--- config.mk ---
export PLATFORM = sky130hd
export DESIGN_NAME = cct_timing
export DESIGN_NICKNAME = d
export VERILOG_FILES = /design/src/inc/cct_pkg.sv /design/src/design/cct_timing.sv
export VERILOG_INCLUDE_DIRS = /design/src /design/src/inc
export SDC_FILE = /design/constraint.sdc
export NUM_CORES = 1
export LEC_CHECK = 0
export ABC_AREA = 1
export BUFFER_PORTS_ARGS = -buffer_cell sky130_fd_sc_hd__buf_2
export CORE_AREA = 2 2 203 205
export CTS_CLUSTER_SIZE = 30
export DETAILED_ROUTE_END_ITERATION = 16
export DIE_AREA = 0 0 205 207
export SLEW_MARGIN = 0
export SYNTH_ARGS = -nofsm -noshare
export SYNTH_HDL_FRONTEND = slang
export SYNTH_SLANG_ARGS = --single-unit
--- constraint.sdc ---
create_clock -name mclk -period 6.6 [get_ports mclk]
set_input_delay 0.66 -clock mclk [delete_from_list [all_inputs] [get_ports mclk]]
set_output_delay 0.66 -clock mclk [all_outputs]
set_load 0.02 [all_outputs]
--- src/inc/cct_defines.svh ---
// Constants for the clamp, blanking and vertical timing block
`ifndef CCT_DEFINES_SVH
`define CCT_DEFINES_SVH

// ----------------------------------------------------------------
// Widths
// ----------------------------------------------------------------
`define CCT_PIX_W        12
`define CCT_REF_W        10
`define CCT_EXT_W        9
`define CCT_LINE_W       11
`define CCT_BND_W        8
`define CCT_VPOS_W       9
`define CCT_REP_W        4
`define CCT_REGIONS      5

// ----------------------------------------------------------------
// Timing counts and codes
// ----------------------------------------------------------------
`define CCT_SETUP_CYC    12'h004
`define CCT_HPULSE_GAP   10'h002
`define CCT_PTR_EVEN01   3'h4
`define CCT_PTR_EVEN23   3'h5

`endif

--- src/inc/cct_pkg.sv ---
// Types and helper functions for the clamp, blanking and vertical timing block
`include "cct_defines.svh"

package cct_pkg;

  // ----------------------------------------------------------------
  // One vertical transfer pattern
  // ----------------------------------------------------------------
  typedef struct packed {
    logic [`CCT_VPOS_W-1:0]      repeatSpacing;  // Pixels between repetitions
    logic [3:0]                  startPolarity;  // Per phase start level
    logic [3:0][`CCT_VPOS_W-1:0] toggleFirst;    // Per phase first toggle
    logic [3:0][`CCT_VPOS_W-1:0] toggleSecond;   // Per phase second toggle
    logic [`CCT_REP_W-1:0]       repeatCount;    // Repetitions per line
  } cct_pat_s;

  // ----------------------------------------------------------------
  // Whole configuration, driven on the cfg input port
  // ----------------------------------------------------------------
  typedef struct packed {
    logic                         blackClampOn;
    logic                         clampRegionOverride;
    logic                         blankingMaskPolarity;
    logic                         blankingRetimeEnable;
    logic                         blankingPulseOutput;
    logic                         blankingExtendEnable;
    logic                         gateShutterSelect;
    logic [`CCT_PIX_W-1:0]        lineLengthSetting;   // Gray code
    logic [`CCT_PIX_W-1:0]        finalLineLength;     // Gray code
    logic [`CCT_PIX_W-1:0]        clampToggleFirst;    // Gray code
    logic [`CCT_PIX_W-1:0]        clampToggleSecond;   // Gray code
    logic [`CCT_REGIONS-1:0]      clampRegionEnable;
    logic [`CCT_REF_W-1:0]        blankingPulsePosition;
    logic [`CCT_EXT_W-1:0]        extensionLength;
    logic [`CCT_REF_W-1:0]        hdRisePosition;
    logic [`CCT_LINE_W-1:0]       fieldLines;
    logic [3:0][`CCT_BND_W-1:0]   regionBoundaryLine;  // Regions 1 to 4
    logic [4:0][2:0]              regionSequencePointer;
    logic [3:0][1:0]              patternSelectEntry;
    cct_pat_s [3:0]               pattern;
  } cct_cfg_s;

  // Gray code to binary
  function automatic logic [`CCT_PIX_W-1:0] cct_gray2bin(input logic [`CCT_PIX_W-1:0] g);
    logic [`CCT_PIX_W-1:0] b;
    b[`CCT_PIX_W-1] = g[`CCT_PIX_W-1];
    for (int i = `CCT_PIX_W-2; i >= 0; i--) begin
      b[i] = b[i+1] ^ g[i];
    end
    return b;
  endfunction : cct_gray2bin

  // Binary to Gray code
  function automatic logic [`CCT_PIX_W-1:0] cct_bin2gray(input logic [`CCT_PIX_W-1:0] b);
    return b ^ (b >> 1);
  endfunction : cct_bin2gray

endpackage : cct_pkg

--- src/design/cct_timing.sv ---
// Clamp placement, horizontal blanking and vertical pattern generator
`timescale 1ns/1ps
`default_nettype none
`include "cct_defines.svh"

module cct_timing (
  input  wire logic             mclk,
  input  wire logic             rst_n,
  input  wire cct_pkg::cct_cfg_s cfg,
  input  wire logic             externalGateInput,
  input  wire logic             mechanicalShutterSignal,
  output var  logic             blackClampPulse,
  output var  logic             horizontalClockA,
  output var  logic             horizontalClockB,
  output var  logic             horizontalDrive,
  output var  logic             verticalDrive,
  output var  logic [3:0]       verticalPhase
);
  import cct_pkg::*;

  // ----------------------------------------------------------------
  // Local functions
  // ----------------------------------------------------------------

  // Region of a line: last boundary passed, region 0 from line 0
  function automatic logic [2:0] regionOf(input logic [`CCT_LINE_W-1:0] line,
                                          input logic [3:0][`CCT_BND_W-1:0] bnd);
    logic [2:0] r;
    r = 3'h0;
    for (int i = 0; i < 4; i++) begin
      if ({3'h0, bnd[i]} <= line) begin
        r = 3'(i + 1);
      end
    end
    return r;
  endfunction : regionOf

  // ----------------------------------------------------------------
  // Declarations
  // ----------------------------------------------------------------
  logic                     gateMeta;       // Synchroniser stage one
  logic                     gateSync;       // Synchroniser stage two
  logic                     gateLatched;    // Gate caught at drive fall
  logic [`CCT_PIX_W-1:0]    pixCnt;         // Horizontal pixel counter
  logic [`CCT_REF_W-1:0]    lineRef;        // Line reference counter
  logic [`CCT_EXT_W-1:0]    extCnt;         // Extension counter
  logic [`CCT_LINE_W-1:0]   lineCnt;        // Line within field
  logic                     holdoff;        // First line after disabled region
  logic                     clampWin;       // Raw clamp window
  logic                     blankDly;       // Retimed blanking
  logic [`CCT_VPOS_W-1:0]   vCnt;           // Pixel within repetition
  logic [`CCT_REP_W-1:0]    repCnt;         // Repetitions done
  logic                     lastLine;       // Final line of field
  logic [`CCT_PIX_W-1:0]    lenNow;         // Pixels in this line, minus one
  logic                     extActive;      // Pixel and reference counters paused
  logic                     lineEnd;        // Last pixel of line
  logic [`CCT_LINE_W-1:0]   next_lineCnt;   // Line after this one
  logic [2:0]               region;         // Current region
  logic [2:0]               nextRegion;     // Region of next line
  logic                     lastBad;        // Final line length differs
  logic                     gateMask;       // Gate masking active
  logic                     clampAllow;     // Clamp gating result
  logic                     next_clampWin;  // Window after this cycle
  logic                     next_hd;        // Horizontal drive next
  logic                     blankRaw;       // Unretimed blanking
  logic                     blankUse;       // Blanking actually used
  logic                     pulseHit;       // Selective pulse pixel
  logic                     next_hA;        // Clock A next
  logic [2:0]               ptr;            // Sequence pointer of region
  logic [1:0]               sel;            // Chosen pattern number
  cct_pat_s                 pat;            // Chosen pattern
  logic                     repsDone;       // All repetitions emitted
  logic [3:0]               next_vPhase;    // Vertical phases next

  // ----------------------------------------------------------------
  // Gate pin synchroniser
  // ----------------------------------------------------------------

  // Pin is asynchronous to mclk, two stages before any use
  always_ff @(posedge mclk or negedge rst_n) begin
    if (!rst_n) begin
      gateMeta <= 1'b0;
      gateSync <= 1'b0;
    end else begin
      gateMeta <= externalGateInput;
      gateSync <= gateMeta;
    end
  end

  // ----------------------------------------------------------------
  // Line timing decode
  // ----------------------------------------------------------------

  // Line length counts the four setup cycles on top of the setting
  always_comb begin
    lastLine     = (lineCnt == (cfg.fieldLines - 11'h001));
    lenNow       = (lastLine ? cct_gray2bin(cfg.finalLineLength)
                             : cct_gray2bin(cfg.lineLengthSetting))
                   + (`CCT_SETUP_CYC - 12'h001);
    extActive    = (extCnt != 9'h000);
    lineEnd      = !extActive && (pixCnt == lenNow);
    next_lineCnt = lastLine ? 11'h000 : lineCnt + 11'h001;
    region       = regionOf(lineCnt, cfg.regionBoundaryLine);
    nextRegion   = regionOf(next_lineCnt, cfg.regionBoundaryLine);
  end

  // ----------------------------------------------------------------
  // Pixel, reference and extension counters
  // ----------------------------------------------------------------

  // Extension freezes both pixel counters at zero for its length
  always_ff @(posedge mclk or negedge rst_n) begin
    if (!rst_n) begin
      pixCnt  <= '0;
      lineRef <= '0;
      extCnt  <= '0;
    end else if (lineEnd) begin
      pixCnt  <= '0;
      lineRef <= '0;
      extCnt  <= cfg.blankingExtendEnable ? cfg.extensionLength : 9'h000;
    end else if (extActive) begin
      extCnt  <= extCnt - 9'h001;
    end else begin
      pixCnt  <= pixCnt + 12'h001;
      lineRef <= lineRef + 10'h001;
    end
  end

  // Line counter and region holdoff, both move at line end
  always_ff @(posedge mclk or negedge rst_n) begin
    if (!rst_n) begin
      lineCnt <= '0;
      holdoff <= 1'b0;
    end else if (lineEnd) begin
      lineCnt <= next_lineCnt;
      // Disabled region keeps clamp off one more line
      holdoff <= (nextRegion != region) && !cfg.clampRegionEnable[region];
    end
  end

  // Gate caught at each fall of horizontal drive
  always_ff @(posedge mclk or negedge rst_n) begin
    if (!rst_n) begin
      gateLatched <= 1'b0;
    end else if (lineEnd) begin
      gateLatched <= gateSync;
    end
  end

  // ----------------------------------------------------------------
  // Clamp pulse
  // ----------------------------------------------------------------
  always_comb begin
    // Window opens and closes on Gray matches of the pixel counter
    next_clampWin = clampWin;
    if (cct_bin2gray(pixCnt) == cfg.clampToggleFirst) begin
      next_clampWin = 1'b1;
    end
    if (cct_bin2gray(pixCnt) == cfg.clampToggleSecond) begin
      next_clampWin = 1'b0;
    end
    lastBad    = lastLine && (cfg.finalLineLength != cfg.lineLengthSetting);
    // Shutter low shields the outputs from the gate
    gateMask   = gateLatched && (!cfg.gateShutterSelect || mechanicalShutterSignal);
    clampAllow = cfg.blackClampOn
                 && (cfg.clampRegionOverride
                     || (cfg.clampRegionEnable[region] && !holdoff))
                 && !lastBad && !gateMask;
  end

  // Clamp window and gated output
  always_ff @(posedge mclk or negedge rst_n) begin
    if (!rst_n) begin
      clampWin        <= 1'b0;
      blackClampPulse <= 1'b0;
    end else begin
      clampWin        <= next_clampWin;
      blackClampPulse <= next_clampWin && clampAllow;
    end
  end

  // ----------------------------------------------------------------
  // Horizontal drive and clocks
  // ----------------------------------------------------------------
  always_comb begin
    // Drive low from line start, and through any extension
    next_hd  = !lineEnd && !extActive && (lineRef >= cfg.hdRisePosition);
    blankRaw = !next_hd;
    blankUse = cfg.blankingRetimeEnable ? blankDly : blankRaw;
    // Two pulses, a fixed gap apart, only in selective mode
    pulseHit = cfg.blankingPulseOutput
               && ((lineRef == cfg.blankingPulsePosition)
                   || (lineRef == cfg.blankingPulsePosition + `CCT_HPULSE_GAP));
    if (blankUse) begin
      next_hA = pulseHit ? !cfg.blankingMaskPolarity
                         : cfg.blankingMaskPolarity;
    end else begin
      next_hA = !horizontalClockA;
    end
  end

  // Retime costs one cycle of blanking delay against a clean edge
  always_ff @(posedge mclk or negedge rst_n) begin
    if (!rst_n) begin
      blankDly <= 1'b1;
    end else begin
      blankDly <= blankRaw;
    end
  end

  // Drive outputs; clock B built from the same next value as A
  always_ff @(posedge mclk or negedge rst_n) begin
    if (!rst_n) begin
      horizontalDrive  <= 1'b0;
      verticalDrive    <= 1'b0;
      horizontalClockA <= 1'b0;
      horizontalClockB <= 1'b1;
    end else begin
      horizontalDrive  <= next_hd;
      verticalDrive    <= (next_lineCnt != 11'h000) || !lineEnd
                          ? (lineEnd || lineCnt != 11'h000) : 1'b0;
      horizontalClockA <= next_hA;
      horizontalClockB <= !next_hA;
    end
  end

  // ----------------------------------------------------------------
  // Vertical pattern selection
  // ----------------------------------------------------------------
  always_comb begin
    ptr = cfg.regionSequencePointer[region];
    unique case (ptr)
      `CCT_PTR_EVEN01: sel = cfg.patternSelectEntry[{1'b0, lineCnt[0]}];
      `CCT_PTR_EVEN23: sel = cfg.patternSelectEntry[{1'b1, lineCnt[0]}];
      default:         sel = cfg.patternSelectEntry[ptr[1:0]];
    endcase
    pat      = cfg.pattern[sel];
    // Count at or past target is done; a mid-line pattern swap must not restart pulses
    repsDone = (repCnt >= pat.repeatCount);
    for (int i = 0; i < 4; i++) begin
      // Level flips once at each toggle position
      next_vPhase[i] = pat.startPolarity[i]
                       ^ (!repsDone && ((vCnt >= pat.toggleFirst[i])
                                        ^ (vCnt >= pat.toggleSecond[i])));
    end
    if (gateMask) begin
      next_vPhase = pat.startPolarity;
    end
  end

  // Repetition counters restart on every line
  always_ff @(posedge mclk or negedge rst_n) begin
    if (!rst_n) begin
      vCnt   <= '0;
      repCnt <= '0;
    end else if (lineEnd) begin
      vCnt   <= '0;
      repCnt <= '0;
    end else if (!repsDone) begin
      if (vCnt == pat.repeatSpacing - 9'h001) begin
        vCnt   <= '0;
        repCnt <= repCnt + 4'h1;
      end else begin
        vCnt   <= vCnt + 9'h001;
      end
    end
  end

  // Vertical phase outputs
  always_ff @(posedge mclk or negedge rst_n) begin
    if (!rst_n) begin
      verticalPhase <= 4'h0;
    end else begin
      verticalPhase <= next_vPhase;
    end
  end
endmodule : cct_timing

`default_nettype wire

# Word-level counts from Yosys, hierarchy flattened
# Cells that the tools add are included.
# word_totals
register_bits	70
inputBits	515
output_inout_bits	9
# op_classes
addsub	10
order_cmp	23
eq_ne	13
mux	43
n_bitwise	31
reduce_logical	39
# ops
cell	count
89-bit binary-select mux with 2-bit select	1
89-bit 2-to-1 mux	1
8-bit by 11-bit less-or-equal comparator with 1-bit output	8
9-bit greater-or-equal comparator	8
9-bit 2-to-1 mux	6
12-bit equality test	3
12-bit 2-to-1 mux	3
1-bit bitwise XOR	30
11-bit nonzero test	2
10-bit equality test	2
10-bit 2-to-1 mux	2
2-bit 2-to-1 mux	9
9-bit by 1-bit subtractor with 9-bit output (second input constant)	2
1-bit logical AND	16
4-bit 2-to-1 mux	4
12-bit by 1-bit adder with 12-bit output (second input constant)	1
12-bit by 2-bit adder with 12-bit output (second input constant)	1
1-bit logical NOT	12
12-bit != test	1
12-bit by 11-bit bitwise XOR with 12-bit output	1
11-bit by 1-bit adder with 11-bit output (second input constant)	1
11-bit equality test	1
11-bit 2-to-1 mux	1
11-bit by 1-bit subtractor with 11-bit output (second input constant)	1
other kinds (24)	42

# Depth between registers and ports, before layout
# Gate-level depths: netlist of the first run.
# depth
word_depth	22
mapped_depth	41
mapped_depth_nobuf	39

# Least setup slack after synthesis of the first run
# OpenSTA, ideal clock, no wires.
# synth_timing
kind	input port to flip-flop
from	input cfg[393] in the netlist's numbering
to	register verticalPhase[2]
setup_ns	0.118
arrival_time_ns	4.836
path_slack_ns	1.646
stages	39
path_cell_list	ha_1 nand2_1 inv_1 nand2_1 nor2_1 nand2_1 nand3_1 nand2_2 inv_2 nand2_4 nand2_4 nand2_8 nand2_2 nand3_2 nand3_4 nand2_4 nand2_1 nand2_1 [3 not listed] buf_4 clkbuf_1 clkbuf_1 nand2_1 a32o_1 ha_1 a21oi_1 o211ai_1 nand3_1 nand2_1 nand3_1 nand2_1 a21oi_1 o21bai_1 or2_2 nand3_1 xor2_1 inv_1
# synth_via
elab_chain_cells	16
# synth_rtl
element	line	rtl
start: declaration	cct_timing.sv:9	input wire cct_pkg::cct_cfg_s cfg,
8-bit by 11-bit less-or-equal comparator with 1-bit output (*)	cct_timing.sv:31	if ({3'h0, bnd[i]} <= line) begin
2-bit 2-to-1 mux (*) (2 in a row)	cct_timing.sv:31	
3-bit 2-to-1 mux (*)	cct_timing.sv:31	
3-bit binary-select mux with 3-bit select (*)	cct_timing.sv:231	ptr = cfg.regionSequencePointer[region];
3-bit 2-to-1 mux (implied by the code) (*)	cct_timing.sv:231	
2-bit binary-select mux with 2-bit select	cct_timing.sv:235	default: sel = cfg.patternSelectEntry[ptr[1:0]];
2-bit 2-to-1 mux (implied by the code)	cct_timing.sv:235	
2-bit one-hot mux with 2 select lines (*)	cct_timing.sv:232	unique case (ptr)
89-bit binary-select mux with 2-bit select (*)	cct_timing.sv:237	pat = cfg.pattern[sel];
89-bit 2-to-1 mux (implied by the code) (*)	cct_timing.sv:237	
9-bit greater-or-equal comparator, or another cell as far along	cct_timing.sv:243	^ (!repsDone && ((vCnt >= pat.toggleFirst[i])
1-bit bitwise XOR / 1-bit logical NOT (equally long branches)	-	
1-bit logical AND	cct_timing.sv:243	
1-bit bitwise XOR	cct_timing.sv:243	
4-bit 2-to-1 mux (*)	cct_timing.sv:246	if (gateMask) begin
net next_vPhase[2]	cct_timing.sv:73	logic [3:0] next_vPhase;
end signal: assignment	cct_timing.sv:274	verticalPhase <= next_vPhase;
end: declaration	cct_timing.sv:17	output var logic [3:0] verticalPhase
# The timed path passes the listed nets; every way through them passes the cells marked *. The select of a mux whose other input is x is not followed.
# A chain may end at the register's enable or synchronous reset.

# Final worst setup path of the first run
# layout_timing
from	register lineCnt[7]
to	register verticalPhase[2]
# layout_via
elab_chain_cells	17
# layout_rtl
element	line	rtl
start: declaration	cct_timing.sv:47	logic [`CCT_LINE_W-1:0] lineCnt;
start signal: assignment	cct_timing.sv:135	lineCnt <= next_lineCnt;
8-bit by 11-bit less-or-equal comparator with 1-bit output	cct_timing.sv:31	
1-bit 2-to-1 mux	cct_timing.sv:31	
2-bit 2-to-1 mux (2 in a row)	cct_timing.sv:31	
3-bit 2-to-1 mux (*)	cct_timing.sv:31	
3-bit binary-select mux with 3-bit select (*)	cct_timing.sv:231	
3-bit 2-to-1 mux (implied by the code) (*)	cct_timing.sv:231	
2-bit binary-select mux with 2-bit select	cct_timing.sv:235	
2-bit 2-to-1 mux (implied by the code)	cct_timing.sv:235	
2-bit one-hot mux with 2 select lines (*)	cct_timing.sv:232	
89-bit binary-select mux with 2-bit select (*)	cct_timing.sv:237	
89-bit 2-to-1 mux (implied by the code) (*)	cct_timing.sv:237	
9-bit greater-or-equal comparator, or another cell as far along	cct_timing.sv:243	
1-bit bitwise XOR / 1-bit logical NOT (equally long branches)	-	
1-bit logical AND	cct_timing.sv:243	
1-bit bitwise XOR	cct_timing.sv:243	
4-bit 2-to-1 mux (*)	cct_timing.sv:246	
net next_vPhase[2]	cct_timing.sv:73	
# Marked as above.

==> results.json, run 1 <==
{
  "cts_root_buffer": "clkbuf_16",
  "tns_ns": 0,
  "synth_area_per_cell_um2": 6.58,
  "fin_crit_sh": 0.857,
  "die_x_um": 205,
  "grt_use_total": 0.253,
  "path_max_fanout": 48,
  "antenna_found_initial": 11,
  "syn_nets": 2683,
  "cts_tree": "yes",
  "clock_skew_ns": 0.00970,
  "die-area_um2": 42400,
  "ir_drop_uv": 118,
  "async_reset_ff_frac": 1.00,
  "placed_area_um2": 16300,
  "min_period_ns": 5.66,
  "synth-seq-area-share": 0.133,
  "yosys_warnings": 0,
  "htree_levels": 3,
  "clk_path_buf_depth": 2,
  "synth_edf_count": 0,
  "outcome": "completed",
  "row_count": 74,
  "fin_nets": 3163,
  "via_per_inst": 5.26,
  "setup_viol": 0,
  "min_path_type": "in2reg",
  "critPathTopFamily": "simple AND/OR/NAND/NOR gates",
  "numClockSinks": 70,
  "synth_area_um2": 13200,
  "portBuffers": 523,
  "fin_area_um2": 16600,
  "slowest_stage": "buf_4",
  "p_sw_frac": 0.474,
  "synth_seq_cells": 70,
  "drv_cap": 0,
  "rsz0062_at_grt": "false",
  "grt_pass1_wl_mm": 83.6,
  "max_stage_delay_ns": 0.47,
  "synth.distinct_cells": 55,
  "reg2regPathDepth": 34,
  "grt_max_degree": 88,
  "grt_pass1_vias": 15000,
  "worstSetupEndpointType": "register",
  "drt-wirelength-per-cell_um": 18.6,
  "drc_errors": 0,
  "hpwlAfterDp_mm": 47.2,
  "cp.arrival_ns": 5.89,
  "holdPathStages": 1,
  "max_freq_mhz": 177,
  "worst_pin_slew_ns": 0.956,
  "gp_congestion": 1.04,
  "power_leakage_nw": 8.69,
  "post_cts_buffers": 0,
  "die_h_um": 207,
  "dr.pass1.iters": 7,
  "crit_cells": 34,
  "path_clk_slew_ns": 0.06,
  "gr-total-overflow": 0,
  "comb_power_share": 0.593,
  "path_buf_inv": 5,
  "coreArea_um2": 40400,
  "ioPinCount": 524,
  "start_kind": "register",
  "final_antenna_net_count": 0,
  "drt_iter0_drc": 1258,
  "initial_core_util": 0.326,
  "wl_mm": 56.3,
  "drive_gt1_frac": 0.283,
  "netSwitchingPower_mw": 1.25,
  "synth_cells": 1999,
  "slew_violations": 0,
  "p_clk_frac": 0.193,
  "p_total_mw": 2.64,
  "ys.flop_type": "dfrtp_1",
  "ctsResizeCount": 0,
  "crit_type": "reg2reg",
  "hold_viol": 0,
  "syn_to_final_growth_pct": 26.1,
  "max_slew_margin": 0.363,
  "cts_hold_buf": 0,
  "vias": 15900,
  "numCtsBuffers": 9,
  "seq_power_share": 0.213,
  "p_per_area_nw_per_um2": 159,
  "p_int_mw": 1.39,
  "worstPathRequired_ns": 6.83,
  "clkLatencyLatePin_ns": 0.35
}
-- synth_stat cells (5+ instances only) --
cell	n	area share
xnor2_1	34	0.023
nand3b_1	8	0.0046
dfrtp_1	68	0.13
xor2_1	81	0.054
nand3_4	6	0.0080
a32o_1	67	0.051
nor2_2	11	0.0052
o211ai_1	8	0.0046
nor2_1	110	0.031
nor3_1	18	0.0069
ha_1	169	0.16
clkbuf_1	50	0.014
a31oi_1	7	0.0033
buf_1	6	0.0017
nand3_1	198	0.075
nand4_1	37	0.018
nand3_2	30	0.023
a21oi_1	151	0.057
nand2_4	19	0.016
o22ai_1	11	0.0052
o21ai_0	43	0.016
inv_2	20	0.0057
o21ai_2	5	0.0033
o21bai_1	11	0.0063
nor4_1	12	0.0057
nand2_2	33	0.016
nand2_1	556	0.16
buf_6	7	0.0060
inv_1	160	0.046
o21ai_1	17	0.0065
-- cells in the final DEF, fill, tap and decap left out, types with 8 or more instances in the layout --
master	n
nand2_1	556
o21ai_1	17
nand2_4	20
nand3_2	30
xnor2_1	34
inv_1	160
nor3_1	17
o211ai_1	8
nor4_1	12
nand3b_1	8
nand3_1	197
o21ai_0	43
buf_2	522
nand4_1	37
ha_1	169
o21bai_1	11
nand2_2	32
dfrtp_1	68
a32o_1	67
buf_4	15
nor2_1	110
o22ai_1	11
xor2_1	81
inv_2	20
nor2_2	11
clkbuf_16	9
a21oi_1	151
-- power groups by stage --
| stage | sequential (mW) | clock, mW | combinational (mW) |
|---|---|---|---|
| 6_report | 0.562 | 0.510 | 1.56 |
| 4_1_cts | 0.561 | 0.524 | 1.55 |
| 2_1_floorplan | 0.532 | 0 | 1.02 |
| 3_5_place_dp | 0.570 | 0 | 1.54 |
| 3_3_place_gp | 0.569 | 0 | 1.50 |
| 5_1_grt | 0.566 | 0.542 | 1.77 |
-- flip-flops by register name, summed over array words and instances (netlist names), 4 cells and up --
register and flops:
repCnt 4, lineCnt 11, vCnt 9, pixCnt 12, extCnt 9, lineRef 10, verticalPhase 4
-- logic make-up after synthesis --
group / Yosys count / share of synthesized area
AO/OA/AOI/OAI: 335 / 0.164
XOR/XNOR: 117 / 0.0791
flip-flops: 70 / 0.133
multiplexers: 1 / 0.000761
AND/OR/NAND/NOR: 1055 / 0.383
adder cells (fa/ha/maj): 169 / 0.161
buffers and inverters: 252 / 0.0784
-- through the flow --
| step | setup slack (ns) | std cells | utilization | hold WS, ns |
|---|---|---|---|---|
| after CTS | 0.963 | 3016 | 0.411 | 0.407 |
| final | 0.943 | 3019 | 0.411 | 0.423 |
| after global placement | 0.990 | 3000 | 0.403 | 0.415 |
| after floorplan | 1.65 | 1999 | - | 0.331 |
| after detailed placement | 0.869 | 3000 | 0.403 | 0.406 |
| after global routing | 0.369 | 3017 | 0.411 | 0.411 |
-- per-layer routing --
| metal | vias up | routed length (µm) | share of wire | track usage |
|---|---|---|---|---|
| met1 | 7363 | 24300 | 0.43 | 0.330 |
| met2 | 588 | 25700 | 0.46 | 0.421 |
| li1 | 7813 | - | - | - |
| met3 | 87 | 4530 | 0.080 | 0.0518 |
| met5 | - | 103 | 0.0018 | 0 |
| met4 | 18 | 1590 | 0.028 | 0.0719 |
-- area by class of cell --
type,count,area (µm²)
timing repair buffer,540,2790
fill,4342,23800
multi-input combinational,1677,10400
tap,532,666
sequential,70,1750
antenna,3,7.51
clock buffer,10,229
inverter,181,682
clock inverter,6,70.1
-- final timing paths --
path / from / to / slack [ns]
hold reg to reg: gateMeta / gateSync / 0.43
min in group asynchronous: rst_n / gateMeta / 0.43
max in group asynchronous: rst_n / vCnt[3] / 5.51
hold / removal: externalGateInput / gateMeta / 0.42
setup reg to reg: lineCnt[7] / verticalPhase[2] / 0.94
setup / recovery: lineCnt[7] / verticalPhase[2] / 0.94
No activity file was read; power rests on OpenSTA's default activity.
==> run 2, diff against run 1 <==
ABC_AREA = not set   (was 1)
CORE_AREA = 2 2 206 208   (was 2 2 203 205)
DIE_AREA = 0 0 208 210   (was 0 0 205 207)
==> run 2 against run 1 <==
  * Cell area shrank 0.13%
  * Worst hold slack lost 0.064 ns
  * Critical endpoint is now repCnt[2]
  * Sequential cell count did not move
  * Largest cell class unchanged
  * Critical path depth fell by 13
==> results.json, run 2 <==
{
  "fin_crit_sh": 0.944,
  "top_layer_used": "met5",
  "clk_path_buf_depth": 2,
  "min_path_type": "reg2reg",
  "synth_area_um2": 12800,
  "grt_max_degree": 71,
  "placed_area_um2": 16200,
  "worst_pin_slew_ns": 0.995,
  "path_max_fanout": 33,
  "synth_top_family_by_area": "simple AND/OR/NAND/NOR gates",
  "wl_mm": 56.3,
  "cp.arrival_ns": 6.49,
  "htree_levels": 3,
  "row_count": 75,
  "synth_simple_gate_area_frac": 0.332,
  "numCtsBuffers": 9,
  "drt_iter0_drc": 1304,
  "initial_core_util": 0.308,
  "slowest_stage": "or4_1",
  "via_per_inst": 5.32,
  "synth_most_common_cell": "nand2_1",
  "drt-wirelength-per-cell_um": 19.4,
  "ys.flop_type": "dfrtp_1",
  "gp_congestion": 0.986,
  "cp-startpoint": "lineCnt[5]",
  "synth_edf_count": 0,
  "final_core_util": 0.399,
  "synth_fa_ha_area_frac": 0.165,
  "synth_xor_area_frac": 0.102,
  "max_slew_margin": 0.318,
  "dr.pass1.iters": 5,
  "start_kind": "register",
  "grt_use_total": 0.245,
  "synthMuxAreaShare": 0.0283,
  "ioPinCount": 524,
  "synth.distinct_cells": 89,
  "drc_errors": 0,
  "die_h_um": 210,
  "ir_drop_uv": 123,
  "wl_met2_mm": 26.1,
  "synth-compound-area-share": 0.193,
  "grt_pass1_vias": 14900,
  "synth_area_leader_cell": "ha_1",
  "final_cell_mix": "buf_2 (522), nand2_1 (483), o21ai_0 (169), ha_1 (169), nand3_1 (106)",
  "place_ws_ns": 0.208,
  "synth_top_area_frac": 0.165,
  "syn_nets": 2535,
  "synth_seq_cells": 70,
  "coreArea_um2": 41500,
  "layout_commonest_cell": "buf_2",
  "timing.rr.start": "lineCnt[5]",
  "top_register": "pixCnt",
  "hpwlAfterDp_mm": 47.0,
  "hold_viol": 0,
  "cts_tree": "yes",
  "gr-total-overflow": 0,
  "outcome": "completed",
  "synth_area_per_cell_um2": 6.91,
  "worstSetupEndpointType": "register",
  "die_x_um": 208,
  "portBuffers": 523,
  "die-area_um2": 43700,
  "yosys-top-cells-area": "ha_1 (17%), nand2_1 (14%), dfrtp_1 (13%)",
  "async_reset_ff_frac": 1.00,
  "min_from": "gateMeta",
  "worstPathRequired_ns": 6.86,
  "met3RoutedLength_mm": 4.01,
  "vias": 15400,
  "p_per_area_nw_per_um2": 220,
  "fin_area_um2": 16600,
  "yosys_warnings": 0,
  "min_period_ns": 6.23,
  "drive_gt1_frac": 0.267,
  "drv_cap": 0,
  "final_antenna_net_count": 0,
  "power_leakage_nw": 8.22,
  "slew_violations": 0,
  "p_total_mw": 3.64,
  "clkLatencyLatePin_ns": 0.34,
  "cts_root_buffer": "clkbuf_16",
  "met1_length_mm": 25.0,
  "largest_reg_flops": 12,
  "setup_ws_ns": 0.373,
  "rsz0062_at_grt": "false",
  "fin_nets": 3030,
  "fillers": 4456,
  "max_freq_mhz": 161,
  "setup_viol": 0,
  "syn_to_final_growth_pct": 29.4,
  "numClockSinks": 70,
  "top_regs": "pixCnt x12, lineCnt x11, lineRef x10",
  "tns_ns": 0,
  "synth-seq-area-share": 0.137,
  "clock_skew_ns": 0.00985,
  "path_clk_slew_ns": 0.06,
  "max_stage_delay_ns": 0.55,
  "synth_cells": 1851,
  "grt_pass1_wl_mm": 84.4,
  "yosys-top-cells-count": "nand2_1 (483), ha_1 (169), o21ai_0 (169)",
  "path_cells": "inv_1, ha_1, a21o_1, a2111oi_2, a21oi_1, mux2i_1, a2111o_1, a311o_2, a311o_1, nand2_8, buf_4, mux2i_1, mux2_2, ha_1, nand2_1, o22ai_1, nor4b_2, o2bb2ai_1, o2111ai_2, or4_1, a21oi_1",
  "crit_type": "reg2reg",
  "antenna_found_initial": 17
}
run 2: changes by cell type after synthesis, moves of 31 or more:
cell and delta:
a21oi_1 -67, a32o_1 -67, inv_1 -107, nand2_1 -73
nand2_2 -32, nand2b_1 +49, nand3_1 -92, nor2_1 -44
nor2b_1 +31, o21ai_0 +126
run 2: power by group:
group	switching [mW]	internal, mW
registers	0.150	0.480
logic	1.41	1.06
clock network	0.209	0.335
total	1.77	1.87
run 2: critical path, delay by kind of cell, from the launching register on:
family / cells / cell delay, ns
AO/OA/AOI/OAI: 10 / 2.96
adder cells (fa/ha/maj): 2 / 0.52
flip-flops: 1 / 0.42
buffers and inverters: 2 / 0.48
AND/OR/NAND/NOR: 4 / 1.15
multiplexers: 3 / 0.61
run 2: cell type report:
| type | count | area (µm²) | share of cell area |
|---|---|---|---|
| flip-flops and latches | 70 | 1760 | 0.106 |
| repair buffers | 569 | 3020 | 0.182 |
| well taps | 539 | 674 | 0.0407 |
| clock buffers | 10 | 229 | 0.0138 |
| inverters | 53 | 199 | 0.0120 |
| diodes | 11 | 27.5 | 0.00166 |
| clock inverters | 6 | 93.8 | 0.00567 |
| multi-input cells | 1643 | 10600 | 0.638 |
run 2: cell families after synthesis:
logic type,Yosys count
fa+ha+maj,169
simple gates,905
xor+xnor,132
mux,33
buf+inv,139
compound gates,403
flops,70
run 2: per-layer routing:
| metal | global-route usage | vias to the layer above |
|---|---|---|
| met2 | 0.403 | 573 |
| li1 | - | 7579 |
| met3 | 0.0523 | 73 |
| met5 | 0 | - |
| met4 | 0.0550 | 12 |
| met1 | 0.329 | 7192 |
run 2: metrics by stage:
step,hold slack [ns],cells
2_1_floorplan,0.331,1851
3_3_place_gp,0.336,2873
3_5_place_dp,0.346,2873
4_1_cts,0.361,2889
5_1_grt,0.372,2897
6_report,0.359,2901
run 2: final timing paths:
kind                               to  slack (ns)  cells past startpoint
min in group asynchronous   pixCnt[1]        0.45                      1
hold reg to reg              gateSync        0.36                      0
setup / recovery            repCnt[2]        0.37                     21
setup reg to reg            repCnt[2]        0.37                     21
hold / removal               gateSync        0.36                      0
max in group asynchronous  lineCnt[7]        5.45                      1
run 2: what timing repair did:
item,CTS,global route
setup buffers,0,0
resized for setup,0,8
hold buffers,0,0
setup endpoints to repair,0,14
